==> config.mk <==
export PLATFORM = sky130hd
export DESIGN_NAME = dspalu_top
export DESIGN_NICKNAME = d
export VERILOG_FILES = /design/src/dspalu_pkg.sv /design/src/dspalu_divider.sv /design/src/dspalu_top.sv
export SDC_FILE = /design/constraint.sdc
export NUM_CORES = 2
export LEC_CHECK = 0
export BUFFER_PORTS_ARGS = -buffer_cell sky130_fd_sc_hd__clkbuf_2
export CAP_MARGIN = 25
export CORE_ASPECT_RATIO = 1.75
export CORE_UTILIZATION = 65
export CTS_BUF_LIST = sky130_fd_sc_hd__clkbuf_16
export DETAILED_ROUTE_END_ITERATION = 16
export PLACE_DENSITY = 0.87
export SYNTH_ARGS = -nofsm -noshare
export SYNTH_HDL_FRONTEND = slang
export SYNTH_SLANG_ARGS = --single-unit
==> constraint.sdc <==
create_clock -name ref_clk -period 19.55 [get_ports ref_clk]
set_input_delay 0 -clock ref_clk [delete_from_list [all_inputs] [get_ports ref_clk]]
set_output_delay 0 -clock ref_clk [all_outputs]
set_load 0.05 [all_outputs]
==> src/dspalu_pkg.sv <==
/*
 * Shared constants for the arithmetic datapath: register offsets, control
 * and flag field positions, reset values, command fields and opcodes.
 * Assumes a 32-bit APB slave with word-aligned registers.
 */
package dspalu_pkg;
	// Register byte offsets
	localparam logic [7:0] OFF_CTRL    = 8'h00;
	localparam logic [7:0] OFF_FLAGS   = 8'h04;
	localparam logic [7:0] OFF_CMD     = 8'h08;
	localparam logic [7:0] OFF_MEMOP   = 8'h0c;
	localparam logic [7:0] OFF_RESULT  = 8'h10;
	localparam logic [7:0] OFF_RESHI   = 8'h14;
	localparam logic [7:0] OFF_ACCUMULATOR_A_LO = 8'h18;
	localparam logic [7:0] OFF_ACCUMULATOR_A_HI = 8'h1c;
	localparam logic [7:0] OFF_ACCUMULATOR_B_LO = 8'h20;
	localparam logic [7:0] OFF_ACCUMULATOR_B_HI = 8'h24;
	localparam logic [7:0] OFF_WBDATA  = 8'h28;
	localparam logic [7:0] OFF_STATUS  = 8'h2c;
	localparam logic [7:0] OFF_WREG    = 8'h40;

	// core_control_word fields
	localparam int CC_US_LO  = 12;
	localparam int CC_ACC_A_CLAMP_EN   = 7;
	localparam int CC_ACC_B_CLAMP_EN   = 6;
	localparam int CC_MEM_WRITE_CLAMP_EN  = 5;
	localparam int CC_CLAMP_WIDTH_SELECT = 4;
	localparam int CC_RND    = 1;
	localparam int CC_IF     = 0;
	localparam logic [15:0] CC_RESET = 16'h0020;
	localparam logic [15:0] CC_WMASK = 16'h30f3;

	// multiply_sign_select codes
	localparam logic [1:0] US_SIGNED   = 2'h0;
	localparam logic [1:0] US_UNSIGNED = 2'h1;
	localparam logic [1:0] US_MIXED    = 2'h2;

	// cpu_flag_word fields
	localparam int FL_OA  = 15;
	localparam int FL_OB  = 14;
	localparam int FL_SA  = 13;
	localparam int FL_SB  = 12;
	localparam int FL_OAB = 11;
	localparam int FL_SAB = 10;
	localparam int FL_DC  = 8;
	localparam int FL_N   = 3;
	localparam int FL_OV  = 2;
	localparam int FL_Z   = 1;
	localparam int FL_C   = 0;

	// Command word fields
	localparam int CMD_BYTE  = 6;
	localparam int CMD_ACCUMULATOR_B  = 7;
	localparam int CMD_SRC1  = 8;
	localparam int CMD_SRC2  = 12;
	localparam int CMD_DST   = 16;
	localparam int CMD_MSRC  = 20;
	localparam int CMD_MDST  = 21;
	localparam int CMD_LIT   = 22;
	localparam int CMD_DSGN  = 27;
	localparam int CMD_DWIDE = 28;

	localparam int DIV_STEPS = 16;

	typedef enum logic [5:0] {
		OP_NOP, OP_ADD, OP_SUB, OP_AND, OP_IOR, OP_XOR, OP_SHL, OP_LSR, OP_ASR,
		OP_MUL_SS, OP_MUL_UU, OP_MUL_SU, OP_MUL_US, OP_MUL_SLIT, OP_MUL_ULIT,
		OP_MUL_BB, OP_DIV,
		OP_ACC_CLEAR, OP_SQ_DIFF, OP_SQ_DIFF_ACC, OP_MULT_ACC, OP_SQ_ACC,
		OP_PREFETCH_STORE, OP_PRODUCT, OP_SQUARE, OP_NEG_PRODUCT, OP_MULT_SUB,
		OP_ACC_ADD, OP_ACC_SUB, OP_ACC_NEG, OP_ACC_SHIFT
	} dspalu_op_t;
endpackage : dspalu_pkg

==> src/dspalu_divider.sv <==
/*
 * Iterative restoring divider, one quotient bit per clock.
 * Assumes the caller holds start for one cycle and waits for done.
 */
`timescale 1ns/10ps
module dspalu_divider
	import dspalu_pkg::*;
(
	input  wire logic        ref_clk,
	input  wire logic        reset,
	input  wire logic        start,
	input  wire logic        is_signed,
	input  wire logic [31:0] dividend,
	input  wire logic [15:0] divisor,
	output logic             busy,
	output logic             done,
	output logic [15:0]      quotient,
	output logic [15:0]      remainder
);
	typedef enum logic [1:0] {DV_IDLE, DV_RUN, DV_FIX} dspalu_dv_t;

	dspalu_dv_t  st_r;
	logic [4:0]  cnt_r;
	logic [15:0] rem_r;
	logic [15:0] q_r;
	logic [15:0] dv_r;
	logic        qneg_r;
	logic        rneg_r;

	wire         dd_neg   = is_signed & dividend[31];
	wire         dv_neg   = is_signed & divisor[15];
	wire [31:0]  dd_mag   = dd_neg ? 32'(-dividend) : dividend;
	wire [15:0]  dv_mag   = dv_neg ? 16'(-divisor) : divisor;
	wire [16:0]  shl      = {rem_r, q_r[15]};
	wire [17:0]  diff     = {1'b0, shl} - {2'h0, dv_r};
	wire         fits     = ~diff[17];
	wire [15:0]  rem_step = fits ? diff[15:0] : shl[15:0];

	always_ff @(posedge ref_clk)
	begin
		if (reset)
		begin
			st_r      <= DV_IDLE;
			cnt_r     <= 5'h00;
			rem_r     <= 16'h0000;
			q_r       <= 16'h0000;
			dv_r      <= 16'h0000;
			qneg_r    <= 1'b0;
			rneg_r    <= 1'b0;
			done      <= 1'b0;
			quotient  <= 16'h0000;
			remainder <= 16'h0000;
		end
		else
		begin
			done <= 1'b0;
			unique case (st_r)
				DV_IDLE:
					if (start)
					begin
						rem_r  <= dd_mag[31:16];
						q_r    <= dd_mag[15:0];
						dv_r   <= dv_mag;
						qneg_r <= dd_neg ^ dv_neg;
						rneg_r <= dd_neg;
						cnt_r  <= 5'h00;
						st_r   <= DV_RUN;
					end
				DV_RUN:
				begin
					// One quotient bit per clock, so both widths take equal time
					rem_r <= rem_step;
					q_r   <= {q_r[14:0], fits};
					cnt_r <= 5'(cnt_r + 5'h01);
					if (cnt_r == 5'(DIV_STEPS - 1))
						st_r <= DV_FIX;
				end
				DV_FIX:
				begin
					quotient  <= qneg_r ? 16'(-q_r) : q_r;
					remainder <= rneg_r ? 16'(-rem_r) : rem_r;
					done      <= 1'b1;
					st_r      <= DV_IDLE;
				end
			endcase
		end
	end

	assign busy = (st_r != DV_IDLE);
endmodule : dspalu_divider

==> src/dspalu_top.sv <==
/*
 * Integer ALU, MCU multiplier, divider and DSP accumulator engine behind
 * an APB slave. Assumes a single clock and a master that waits on pready.
 */
`timescale 1ns/10ps
module dspalu_top
	import dspalu_pkg::*;
(
	input  wire logic        ref_clk,
	input  wire logic        reset,
	input  wire logic        psel,
	input  wire logic        penable,
	input  wire logic        pwrite,
	input  wire logic [7:0]  paddr,
	input  wire logic [31:0] pwdata,
	output logic             pready,
	output logic [31:0]      prdata,
	output logic             pslverr
);
	import dspalu_pkg::*;

	function automatic logic signed [33:0] mul17(input logic signed [16:0] a,
		input logic signed [16:0] b);
		return a * b;
	endfunction : mul17

	function automatic logic [16:0] ext17(input logic [15:0] v, input logic sgn);
		return {sgn & v[15], v};
	endfunction : ext17

	logic [15:0] core_control_word_r;
	logic [15:0] cpu_flag_word_r;
	logic [31:0] cmd_r;
	logic        exec_r;
	logic [15:0] memop_r;
	logic [15:0] result_r;
	logic [15:0] reshi_r;
	logic [39:0] accumulator_a_r;
	logic [39:0] accumulator_b_r;
	logic [15:0] wbdata_r;
	logic [15:0] wreg_r [16];
	logic        pready_r;
	logic [31:0] prdata_r;
	logic        pslverr_r;
	logic        div_busy;
	logic        div_done;
	logic [15:0] div_q;
	logic [15:0] div_r;

	// APB decode; a request completes at the edge where pready is high
	wire         setup_wait = psel & penable & ~pready_r;
	wire         commit     = psel & penable & pready_r;
	wire         wr_commit  = commit & pwrite;
	wire         is_wreg    = (paddr[7:6] == 2'h1) && (paddr[1:0] == 2'h0);
	wire [3:0]   wreg_idx   = paddr[5:2];
	wire         hit_fixed  = (paddr[1:0] == 2'h0) && (paddr <= OFF_STATUS);
	wire         addr_ok    = hit_fixed | is_wreg;
	wire         busy_any   = exec_r | div_busy;
	wire         cmd_write  = wr_commit && (paddr == OFF_CMD) && !busy_any;

	// Command fields
	wire dspalu_op_t op     = dspalu_op_t'(cmd_r[5:0]);
	wire         byte_mode  = cmd_r[CMD_BYTE];
	wire         use_b      = cmd_r[CMD_ACCUMULATOR_B];
	wire [3:0]   src1       = cmd_r[CMD_SRC1 +: 4];
	wire [3:0]   src2       = cmd_r[CMD_SRC2 +: 4];
	wire [3:0]   dst        = cmd_r[CMD_DST +: 4];
	wire [4:0]   lit5       = cmd_r[CMD_LIT +: 5];
	wire         div_sgn    = cmd_r[CMD_DSGN];
	wire         div_wide   = cmd_r[CMD_DWIDE];

	// Core control settings
	wire [1:0]   us_sel     = core_control_word_r[CC_US_LO +: 2];
	wire         sat_a_en   = core_control_word_r[CC_ACC_A_CLAMP_EN];
	wire         sat_b_en   = core_control_word_r[CC_ACC_B_CLAMP_EN];
	wire         sat_mem_en = core_control_word_r[CC_MEM_WRITE_CLAMP_EN];
	wire         super_sat  = core_control_word_r[CC_CLAMP_WIDTH_SELECT];
	wire         rnd_biased = core_control_word_r[CC_RND];
	wire         int_mode   = core_control_word_r[CC_IF];

	// ALU operands: first from register or memory operand
	wire [15:0]  opa        = cmd_r[CMD_MSRC] ? memop_r : wreg_r[src1];
	wire [15:0]  opb        = wreg_r[src2];
	wire         is_sub     = (op == OP_SUB);
	wire [15:0]  opb_eff    = is_sub ? ~opb : opb;
	wire [16:0]  sum_w      = 17'(opa + opb_eff + {15'h0000, is_sub});
	wire [8:0]   sum_b      = 9'(opa[7:0] + opb_eff[7:0] + {7'h00, is_sub});
	wire [4:0]   sum_n      = 5'(opa[3:0] + opb_eff[3:0] + {3'h0, is_sub});
	wire [15:0]  shl_r      = {opa[14:0], 1'b0};
	wire [15:0]  lsr_w      = {1'b0, opa[15:1]};
	wire [15:0]  asr_w      = {opa[15], opa[15:1]};
	wire [15:0]  lsr_b      = {8'h00, 1'b0, opa[7:1]};
	wire [15:0]  asr_b      = {8'h00, opa[7], opa[7:1]};
	wire [15:0]  alu_raw    = (op == OP_ADD || op == OP_SUB) ? sum_w[15:0] :
	                          (op == OP_AND) ? (opa & opb) :
	                          (op == OP_IOR) ? (opa | opb) :
	                          (op == OP_XOR) ? (opa ^ opb) :
	                          (op == OP_SHL) ? shl_r :
	                          (op == OP_LSR) ? (byte_mode ? lsr_b : lsr_w) :
	                          (byte_mode ? asr_b : asr_w);
	wire [15:0]  alu_res    = byte_mode ? {8'h00, alu_raw[7:0]} : alu_raw;
	wire         res_msb    = byte_mode ? alu_res[7] : alu_res[15];
	wire         a_msb      = byte_mode ? opa[7] : opa[15];
	wire         b_msb      = byte_mode ? opb_eff[7] : opb_eff[15];
	wire         arith      = (op == OP_ADD) || is_sub;
	wire         shift_op   = (op == OP_SHL) || (op == OP_LSR) || (op == OP_ASR);
	// Carry out of the top bit; on subtract it is the inverted borrow
	wire         fl_c_arith = byte_mode ? sum_b[8] : sum_w[16];
	wire         fl_c_shift = (op == OP_SHL) ? a_msb : opa[0];
	// Half carry from bit 3 in byte mode, bit 7 in word mode
	wire         fl_dc      = byte_mode ? sum_n[4] : sum_b[8];
	wire         fl_ov      = (a_msb == b_msb) && (res_msb != a_msb);
	wire         fl_z       = byte_mode ? (alu_res[7:0] == 8'h00) : (alu_res == 16'h0000);
	wire         is_alu     = (op >= OP_ADD) && (op <= OP_ASR);

	// MCU multiplier: its own 17x17 product through mul17, apart from the DSP one
	wire         m_as       = (op == OP_MUL_SS) || (op == OP_MUL_SU) || (op == OP_MUL_SLIT);
	wire         m_bs       = (op == OP_MUL_SS) || (op == OP_MUL_US);
	wire         m_lit      = (op == OP_MUL_SLIT) || (op == OP_MUL_ULIT);
	wire         m_byte     = (op == OP_MUL_BB);
	wire [15:0]  m_a        = m_byte ? {8'h00, opa[7:0]} : opa;
	wire [15:0]  m_b        = m_lit ? {11'h000, lit5} :
	                          m_byte ? {8'h00, opb[7:0]} : opb;
	wire [33:0]  mcu_prod   = mul17(ext17(m_a, m_as), ext17(m_b, m_bs & ~m_lit));
	wire         is_mul     = (op >= OP_MUL_SS) && (op <= OP_MUL_BB);

	// Divider operands: even-aligned pair, odd register holds upper half
	wire [3:0]   pair_lo    = {src1[3:1], 1'b0};
	wire [3:0]   pair_hi    = {src1[3:1], 1'b1};
	wire [15:0]  dd_lo      = wreg_r[pair_lo];
	wire [31:0]  dd_val     = div_wide ? {wreg_r[pair_hi], dd_lo} :
	                          {{16{div_sgn & dd_lo[15]}}, dd_lo};
	wire         div_start  = exec_r && (op == OP_DIV);

	// DSP multiplier: sign and integer/fraction from core control
	wire         x_sgn      = (us_sel == US_SIGNED) || (us_sel == US_MIXED);
	wire         y_sgn      = (us_sel == US_SIGNED);
	wire [15:0]  dx         = wreg_r[src1];
	wire [15:0]  dy         = wreg_r[src2];
	wire [16:0]  dxe        = ext17(dx, x_sgn);
	wire [16:0]  dye        = ext17(dy, y_sgn);
	wire         is_sqd     = (op == OP_SQ_DIFF) || (op == OP_SQ_DIFF_ACC);
	wire         is_sq      = (op == OP_SQ_ACC) || (op == OP_SQUARE);
	wire [16:0]  sq_d       = 17'({dx[15], dx} - {dy[15], dy});
	wire [16:0]  mx         = is_sqd ? sq_d : dxe;
	wire [16:0]  my         = is_sqd ? sq_d : (is_sq ? dxe : dye);
	wire [33:0]  dsp_raw    = mul17(mx, my);
	wire [33:0]  dsp_prod   = int_mode ? dsp_raw : {dsp_raw[32:0], 1'b0};
	wire [40:0]  prod41     = {{7{dsp_prod[33]}}, dsp_prod};

	// 40-bit adder/subtracter and barrel shifter
	wire [39:0]  tgt        = use_b ? accumulator_b_r : accumulator_a_r;
	wire [39:0]  oth        = use_b ? accumulator_a_r : accumulator_b_r;
	wire [40:0]  tgt41      = {tgt[39], tgt};
	wire [40:0]  oth41      = {oth[39], oth};
	wire signed [5:0] sh_amt = dy[5:0];
	wire [5:0]   sh_mag     = sh_amt[5] ? 6'(-sh_amt) : sh_amt;
	wire [40:0]  shifted    = sh_amt[5] ? 41'(tgt41 << sh_mag) :
	                          41'($signed(tgt41) >>> sh_mag);
	logic [40:0] acc_sum;
	always_comb
	begin
		unique case (op)
			OP_SQ_DIFF, OP_PRODUCT,
			OP_SQUARE:         acc_sum = prod41;
			OP_SQ_DIFF_ACC, OP_MULT_ACC,
			OP_SQ_ACC:         acc_sum = 41'(tgt41 + prod41);
			OP_NEG_PRODUCT:    acc_sum = 41'(-prod41);
			OP_MULT_SUB:       acc_sum = 41'(tgt41 - prod41);
			OP_ACC_ADD:        acc_sum = 41'(tgt41 + oth41);
			OP_ACC_SUB:        acc_sum = 41'(tgt41 - oth41);
			OP_ACC_NEG:        acc_sum = 41'(-tgt41);
			OP_ACC_SHIFT:      acc_sum = shifted;
			OP_PREFETCH_STORE: acc_sum = tgt41;
			default:           acc_sum = 41'h000_0000_0000;
		endcase
	end

	// Accumulator clamp: 9.31 guards 40 bits, 1.31 guards 32 bits
	wire         ovf40      = (acc_sum[40] != acc_sum[39]);
	wire         ovf32      = (acc_sum[40:31] != {10{acc_sum[40]}});
	wire         clamp_en   = use_b ? sat_b_en : sat_a_en;
	wire         clamp_hit  = clamp_en && (super_sat ? ovf40 : ovf32);
	wire [39:0]  lim_pos    = super_sat ? 40'h7f_ffff_ffff : 40'h00_7fff_ffff;
	wire [39:0]  lim_neg    = super_sat ? 40'h80_0000_0000 : 40'hff_8000_0000;
	wire [39:0]  acc_new    = !clamp_hit ? acc_sum[39:0] :
	                          (acc_sum[40] ? lim_neg : lim_pos);
	wire         is_dsp     = (op >= OP_SQ_DIFF) && (op <= OP_ACC_SHIFT) &&
	                          (op != OP_PREFETCH_STORE);

	// Writeback of the other accumulator: round to upper word, then clamp
	wire [15:0]  wb_low     = oth[15:0];
	wire [23:0]  wb_up      = oth[39:16];
	wire         wb_inc     = wb_low[15] & (rnd_biased | (|wb_low[14:0]) | wb_up[0]);
	wire [23:0]  wb_rnd     = 24'(wb_up + {23'h000000, wb_inc});
	wire         wb_ovf     = (wb_rnd[23:15] != {9{wb_rnd[23]}});
	wire [15:0]  wb_val     = (sat_mem_en && wb_ovf) ?
	                          (wb_rnd[23] ? 16'h8000 : 16'h7fff) : wb_rnd[15:0];
	wire         do_wb      = (op == OP_ACC_CLEAR) || (op == OP_MULT_ACC) ||
	                          (op == OP_PREFETCH_STORE) || (op == OP_MULT_SUB);

	// Read data
	wire [31:0]  flags_rd   = {16'h0000, cpu_flag_word_r[15:12],
	                          cpu_flag_word_r[FL_OA] | cpu_flag_word_r[FL_OB],
	                          cpu_flag_word_r[FL_SA] | cpu_flag_word_r[FL_SB],
	                          cpu_flag_word_r[9:0]};
	wire [31:0]  rd_mux     = is_wreg                  ? {16'h0000, wreg_r[wreg_idx]} :
	                          (paddr == OFF_CTRL)      ? {16'h0000, core_control_word_r} :
	                          (paddr == OFF_FLAGS)     ? flags_rd :
	                          (paddr == OFF_CMD)       ? cmd_r :
	                          (paddr == OFF_MEMOP)     ? {16'h0000, memop_r} :
	                          (paddr == OFF_RESULT)    ? {16'h0000, result_r} :
	                          (paddr == OFF_RESHI)     ? {16'h0000, reshi_r} :
	                          (paddr == OFF_ACCUMULATOR_A_LO)   ? accumulator_a_r[31:0] :
	                          (paddr == OFF_ACCUMULATOR_A_HI)   ? {24'h000000, accumulator_a_r[39:32]} :
	                          (paddr == OFF_ACCUMULATOR_B_LO)   ? accumulator_b_r[31:0] :
	                          (paddr == OFF_ACCUMULATOR_B_HI)   ? {24'h000000, accumulator_b_r[39:32]} :
	                          (paddr == OFF_WBDATA)    ? {16'h0000, wbdata_r} :
	                          (paddr == OFF_STATUS)    ? {31'h00000000, busy_any} :
	                          32'h0000_0000;

	// Flag word update; hardware sets win over a software clear
	wire         sat_set_a  = exec_r && is_dsp && !use_b && clamp_hit;
	wire         sat_set_b  = exec_r && is_dsp && use_b && clamp_hit;
	wire         flag_wr    = wr_commit && (paddr == OFF_FLAGS);
	wire [15:0]  sw_flags   = pwdata[15:0];
	wire         sab_clear  = flag_wr && !sw_flags[FL_SAB];
	wire         sa_keep    = flag_wr ? (sw_flags[FL_SA] & !sab_clear) : cpu_flag_word_r[FL_SA];
	wire         sb_keep    = flag_wr ? (sw_flags[FL_SB] & !sab_clear) : cpu_flag_word_r[FL_SB];
	wire [39:0]  a_next     = (exec_r && is_dsp && !use_b) ? acc_new : accumulator_a_r;
	wire [39:0]  b_next     = (exec_r && is_dsp && use_b) ? acc_new : accumulator_b_r;
	wire         oa_nxt     = (a_next[39:31] != {9{a_next[39]}});
	wire         ob_nxt     = (b_next[39:31] != {9{b_next[39]}});
	logic [9:0]  mcu_fl_nxt;
	always_comb
	begin
		mcu_fl_nxt = flag_wr ? sw_flags[9:0] : cpu_flag_word_r[9:0];
		if (exec_r && is_alu)
		begin
			mcu_fl_nxt[FL_N] = res_msb;
			mcu_fl_nxt[FL_Z] = fl_z;
			if (arith)
			begin
				mcu_fl_nxt[FL_C]  = fl_c_arith;
				mcu_fl_nxt[FL_DC] = fl_dc;
				mcu_fl_nxt[FL_OV] = fl_ov;
			end
			else if (shift_op)
				mcu_fl_nxt[FL_C] = fl_c_shift;
		end
	end
	wire [15:0]  cpu_flag_word_nxt = {oa_nxt, ob_nxt, sa_keep | sat_set_a, sb_keep | sat_set_b,
	                                  2'h0, mcu_fl_nxt};

	dspalu_divider u_div (
		.ref_clk   (ref_clk),
		.reset     (reset),
		.start     (div_start),
		.is_signed (div_sgn),
		.dividend  (dd_val),
		.divisor   (wreg_r[src2]),
		.busy      (div_busy),
		.done      (div_done),
		.quotient  (div_q),
		.remainder (div_r)
	);

	// APB handshake: one wait state, then data and pready together
	always_ff @(posedge ref_clk)
	begin
		if (reset)
		begin
			pready_r  <= 1'b0;
			prdata_r  <= 32'h0000_0000;
			pslverr_r <= 1'b0;
		end
		else
		begin
			pready_r  <= setup_wait;
			prdata_r  <= setup_wait ? rd_mux : 32'h0000_0000;
			pslverr_r <= setup_wait & ~addr_ok;
		end
	end

	always_ff @(posedge ref_clk)
	begin
		if (reset)
		begin
			core_control_word_r <= CC_RESET;
			cpu_flag_word_r     <= 16'h0000;
			cmd_r               <= 32'h0000_0000;
			exec_r              <= 1'b0;
			memop_r             <= 16'h0000;
		end
		else
		begin
			if (wr_commit && (paddr == OFF_CTRL))
				core_control_word_r <= pwdata[15:0] & CC_WMASK;
			if (wr_commit && (paddr == OFF_MEMOP))
				memop_r <= pwdata[15:0];
			if (cmd_write)
				cmd_r <= pwdata;
			exec_r          <= cmd_write;
			cpu_flag_word_r <= cpu_flag_word_nxt;
		end
	end

	always_ff @(posedge ref_clk)
	begin
		if (reset)
		begin
			accumulator_a_r <= 40'h00_0000_0000;
			accumulator_b_r <= 40'h00_0000_0000;
			wbdata_r        <= 16'h0000;
			result_r        <= 16'h0000;
			reshi_r         <= 16'h0000;
		end
		else
		begin
			// Clear loads zero into the target here directly, not through the DSP sum
			accumulator_a_r <= (exec_r && (op == OP_ACC_CLEAR) && !use_b) ? 40'h00_0000_0000 : a_next;
			accumulator_b_r <= (exec_r && (op == OP_ACC_CLEAR) && use_b) ? 40'h00_0000_0000 : b_next;
			if (exec_r && do_wb)
				wbdata_r <= wb_val;
			if (exec_r && is_alu)
				result_r <= alu_res;
			else if (exec_r && is_mul)
			begin
				result_r <= mcu_prod[15:0];
				reshi_r  <= mcu_prod[31:16];
			end
			else if (div_done)
			begin
				result_r <= div_q;
				reshi_r  <= div_r;
			end
		end
	end

	// Working registers; byte results leave the upper byte untouched
	always_ff @(posedge ref_clk)
	begin
		if (reset)
		begin
			for (int i = 0; i < 16; i++)
				wreg_r[i] <= 16'h0000;
		end
		else if (div_done)
		begin
			wreg_r[0] <= div_q;
			wreg_r[1] <= div_r;
		end
		else if (exec_r && is_alu && !cmd_r[CMD_MDST])
			wreg_r[dst] <= byte_mode ? {wreg_r[dst][15:8], alu_res[7:0]} : alu_res;
		else if (exec_r && is_mul && !cmd_r[CMD_MDST])
		begin
			wreg_r[{dst[3:1], 1'b0}] <= mcu_prod[15:0];
			wreg_r[{dst[3:1], 1'b1}] <= mcu_prod[31:16];
		end
		else if (exec_r && do_wb && !cmd_r[CMD_MDST])
			wreg_r[dst] <= wb_val;
		else if (wr_commit && is_wreg)
			wreg_r[wreg_idx] <= pwdata[15:0];
	end

	assign pready  = pready_r;
	assign prdata  = prdata_r;
	assign pslverr = pslverr_r;
endmodule : dspalu_top

==> results of run 1 <==
==> layer usage <==
layer | GRT overflow | track usage
met5 | 0 | 0.1487
met4 | 168 | 0.8348
met3 | 5 | 0.5750
met2 | 168 | 0.9620
met1 | 5 | 0.7403
==> timing repair <==
| item | in CTS |
|---|---|
| buffers inserted | 0 |
| hold buffers | 49 |
| endpoints found under the hold margin | 81 |
==> per-stage QoR <==
stage	area [µm²]	utilization	hold slack, ns	cells	setup slack (ns)
2_1_floorplan	73070	-	0.1360	8573	3.087
3_3_place_gp	75120	0.6738	0.2235	9822	1.855
3_5_place_dp	75220	0.6748	0.2337	9830	1.562
4_1_cts	77500	0.6952	0.03740	9979	1.421
==> cells by family after synthesis <==
logic type | count (synthesis) | share of synthesized area
multiplexers | 630 | 0.1405
flip-flops | 587 | 0.1959
AND/OR/NAND/NOR | 2744 | 0.1645
AO/OA/AOI/OAI | 2164 | 0.1870
buffers and inverters | 1310 | 0.07060
adder cells (fa/ha/maj) | 883 | 0.2110
XOR/XNOR | 255 | 0.03057
==> synthesized netlist by cell type, types with 41 or more instances <==
cell         n
nand2_1   1149
nor2_1     841
inv_1      748
a21oi_1    653
fa_1       582
clkbuf_1   419
o21ai_0    376
dfxtp_1    331
mux4_2     302
ha_1       301
o22ai_1    279
mux2i_1    277
edfxtp_1   256
xnor2_1    170
nand3_1    166
a211oi_1   123
nor3_1     121
o211ai_1    98
xor2_1      85
a31oi_1     84
nand2b_1    68
o221ai_1    66
nor2b_1     65
a21o_1      64
buf_1       64
or3_1       60
and2_1      56
a22oi_1     53
and3_1      50
o21a_1      42
or2_2       41
==> impl_results.md, run 1 <==
- CTS Buf Count: 53
- CTS Buffer Depth: 3
- Initial Utilization: 0.6554
- Seq/Total Area, Yosys: 0.1959
- Placed wire-length estimate: 278.8 mm
- Synthesized area: 73070 µm²
- PortBufs: 78
- Post-CTS resize count: 0
- Die width: 255.5 µm
- H-tree levels: 2
- Final Wtd Congestion: 1.252
- Async set or reset register ratio after synthesis: 0
- Synth Warn #: 0
- Die H: 445.5 µm
- Top cell type's share of synthesized area: 0.1595
- Err: [ERROR GRT-0116] Global routing finished with congestion. Check the congestion regions in the DRC Viewer.
- Standard-cell row count: 162
- Leading area contributor after synthesis: fa_1
- Main synth FF type: dfxtp_1
- Number of global-route vias before repair: 85350
- Status: stopped before the end
- GRT Total Usage: 0.7633
- Syn nets: 9501
- Area contributors post-synth: fa_1 16%, edfxtp_1 11%, mux4_2 9.3%
- First-pass GRT wire length: 640.7 mm
- Grt ovf: 346
- IO Count: 79
- Halt Stage: global routing (5_1_grt)
- Largest net degree at the start of global routing: 79
- Root Buffer: clkbuf_16
- CTS sink cnt: 587
- EDFF count, synth: 256
- Avg Inst Size Synth: 8.523 µm²
- #FFs+latches synth: 587
- Synth cell types: 115
- Post-Synthesis Cells: 8573
==> run 2: changes to the inputs <==
- CORE_ASPECT_RATIO: 1.75 -> default
- CORE_UTILIZATION: 65 -> 40
- CTS_BUF_LIST: sky130_fd_sc_hd__clkbuf_16 -> default
- PLACE_DENSITY: 0.87 -> default
- PLACE_DENSITY_LB_ADDON: default -> 0.15
==> run 2 against run 1 <==
  * The run now ends clean
  * Synthesized area unchanged
  * Synthesized cell count unchanged
==> impl_results.md, run 2 <==
- Status: finished, final reports clean
- # placed instances: 10710
- Biggest regs: wreg_r x256, accumulator_a_r x40, accumulator_b_r x40
- Largest net degree at the start of global routing: 93
- Global-route met2 utilization: 0.5670
- Commonest non-fill, non-tap cells in the layout: 1142 x nand2_1, 830 x nor2_1, 748 x inv_1
- Initial Utilization: 0.4034
- #FFs+latches synth: 587
- Full die area: 184400 µm²
- Fin crit share: 0.9436
- Max_cap viols: 0
- Commonest non-fill, non-tap cell in the layout: nand2_1
- Remaining DRCs: 0
- P per Cell Area: 90.01 nW/µm²
- Fin area: 79410 µm²
- Met3 usage: 0.07832
- Detail Route Antenna Nets: 0
- Hold Path Class: input pin to register
- Setup clock skew after layout: 0.06329 ns
- Worst setup SP type: register
- Number of global-route vias before repair: 68710
- GR peak layer: met2
- Synthesized area: 73070 µm²
- Seq/Total Area, Yosys: 0.1959
- Final Wtd Congestion: 1.050
- # nets final: 9393
- Initial antenna violation count: 7
- Critical Path End Type: register
- CTS tree: yes
- Critical path fanouts, max: 38
- PortBufs: 78
- Routed wire length: 356.6 mm
- Critical path's slowest cell: dfxtp_4
- Grt met1 use: 0.4780
- Post-layout util: 0.4384
- Setup Total Neg Slack: 0 ns
- Placed Area: 76340 µm²
- Final setup vio count: 0
- Kind of critical path: register to register
- Area contributors post-synth: fa_1 16%, edfxtp_1 11%, mux4_2 9.3%
- Worst-Margin Slew: 1.160 ns
- CTS sink cnt: 587
- Async set or reset register ratio after synthesis: 0
- Fin crit period: 18.45 ns
- Post-Synthesis Cells: 8573
- Root Buffer: clkbuf_16
- Placed wire-length estimate: 272.1 mm
- Top cell type's share of synthesized area: 0.1595
- Die width: 429.4 µm
- Largest register by flop count: wreg_r
- Clock Latency Late Sink: 0.72 ns
- Rel. slew slack: 0.2042
- Final hold violation count: 0
- Most used cell, CP: a21oi_1
- Required time worst endpoint: 20.17 ns
- Avg Vias per Cell: 6.513
- CTS Buffer Depth: 3
- Synth cell types: 115
- RSZ-0062 raised after global routing: false
- Maximum VDD drop: 0.1024 mV
- Drt pass-1 iters: 7
- Vias after detailed routing: 70950
- Main synth FF type: dfxtp_1
- Leakage: 31.05 nW
- First-pass GRT wire length: 505.1 mm
- Pins over their slew limit: 0
- Syn nets: 9501
- EDFF count, synth: 256
- Layout cell share with drive strength beyond 1: 0.1119
- P&R area growth vs syn: 8.676%
- Grt ovf: 0
- Maximum clock frequency: 54.21 MHz
- Avg Inst Size Synth: 8.523 µm²
- Final Non-Filler Cells: 10890
- Die H: 429.4 µm
- Leading area contributor after synthesis: fa_1
- Count leader, synth: nand2_1
- Reg clk slew, reported paths: 0.06 ns
- Hold Crit Start: pwdata[28]
- FILL cells: 18110
- GRT Total Usage: 0.3778
- Standard-cell row count: 156
- Arrival @ worst endpoint: 19.06 ns
- Worst stage delay on the critical path: 0.79 ns
- IO Count: 79
- Synth Warn #: 0
- Initial DRC count: 9165
- Most frequent cells after synthesis: 1149 x nand2_1, 841 x nor2_1, 748 x inv_1
- DR WL/cell: 32.74 µm
- Largest register FFs: 256
- CTS Buf Count: 72
- Core area: 181100 µm²
- H-tree levels: 3
run 2: per-layer routing:
| metal | routed length [µm] | share of wire |
|---|---|---|
| met1 | 135600 | 0.38 |
| met2 | 153900 | 0.43 |
| met3 | 34910 | 0.098 |
| met4 | 32220 | 0.090 |
| met5 | 24 | 0.000067 |
run 2: final timing paths:
path / cells past startpoint / to / slack (ns)
max: 71 / accumulator_a_r[21]$_SDFFE_PP0P_ / 1.10
min: 4 / cmd_r[28]$_SDFFE_PP0P_ / 0.07
max reg2reg: 71 / accumulator_a_r[21]$_SDFFE_PP0P_ / 1.10
min reg2reg: 2 / u_div.dv_r[10]$_SDFFE_PP0P_ / 0.46
run 2: timing repair:
| action | in CTS | in global routing |
|---|---|---|
| endpoints found under the hold margin | 103 | 0 |
| resized for setup | 0 | 2 |
| setup buffers | 0 | 1 |
| hold buffers | 41 | 0 |
| setup endpoints to repair | 0 | 63 |
run 2: area by class of cell:
class | instances | area [µm²] | share of cell area
sequential | 587 | 14340 | 0.1806
multi-input combinational | 6676 | 53880 | 0.6785
clock buffer | 87 | 1981 | 0.02494
clock inverter | 41 | 539.3 | 0.006791
tap | 2370 | 2965 | 0.03734
antenna | 3 | 7.507 | 0.00009454
inverter | 758 | 2848 | 0.03586
timing repair buffer | 370 | 2851 | 0.03591
run 2: critical path, delay by kind of cell (launching register included):
family,cells,cell delay (ns)
mux,2,1.21
xor+xnor,1,0.06
buf+inv,8,1.36
fa+ha+maj,10,4.20
compound gates,29,6.37
flops,1,0.79
simple gates,21,4.30
run 2: cells by family after synthesis:
| logic type | Yosys count | share of synthesized area |
|---|---|---|
| buf+inv | 1310 | 0.07060 |
| xor+xnor | 255 | 0.03057 |
| simple gates | 2744 | 0.1645 |
| compound gates | 2164 | 0.1870 |
| mux | 630 | 0.1405 |
| flops | 587 | 0.1959 |
| fa+ha+maj | 883 | 0.2110 |
run 2: power breakdown:
| part | switching, mW | internal (mW) |
|---|---|---|
| registers | 0.0252 | 1.30 |
| clock network | 0.625 | 0.849 |
| logic | 2.99 | 1.36 |
run 2: stage by stage:
stage | total power [mW] | setup slack (ns) | hold slack [ns]
after floorplan | 3.925 | 3.087 | 0.1360
final | 7.148 | 1.102 | 0.07329
after CTS | 7.054 | 1.301 | 0.05335
after global placement | 5.548 | 1.806 | 0.2397
after detailed placement | 5.575 | 1.416 | 0.2415
after global routing | 7.459 | 0.08534 | 0.09024
Power figures use the tool's default switching activity.
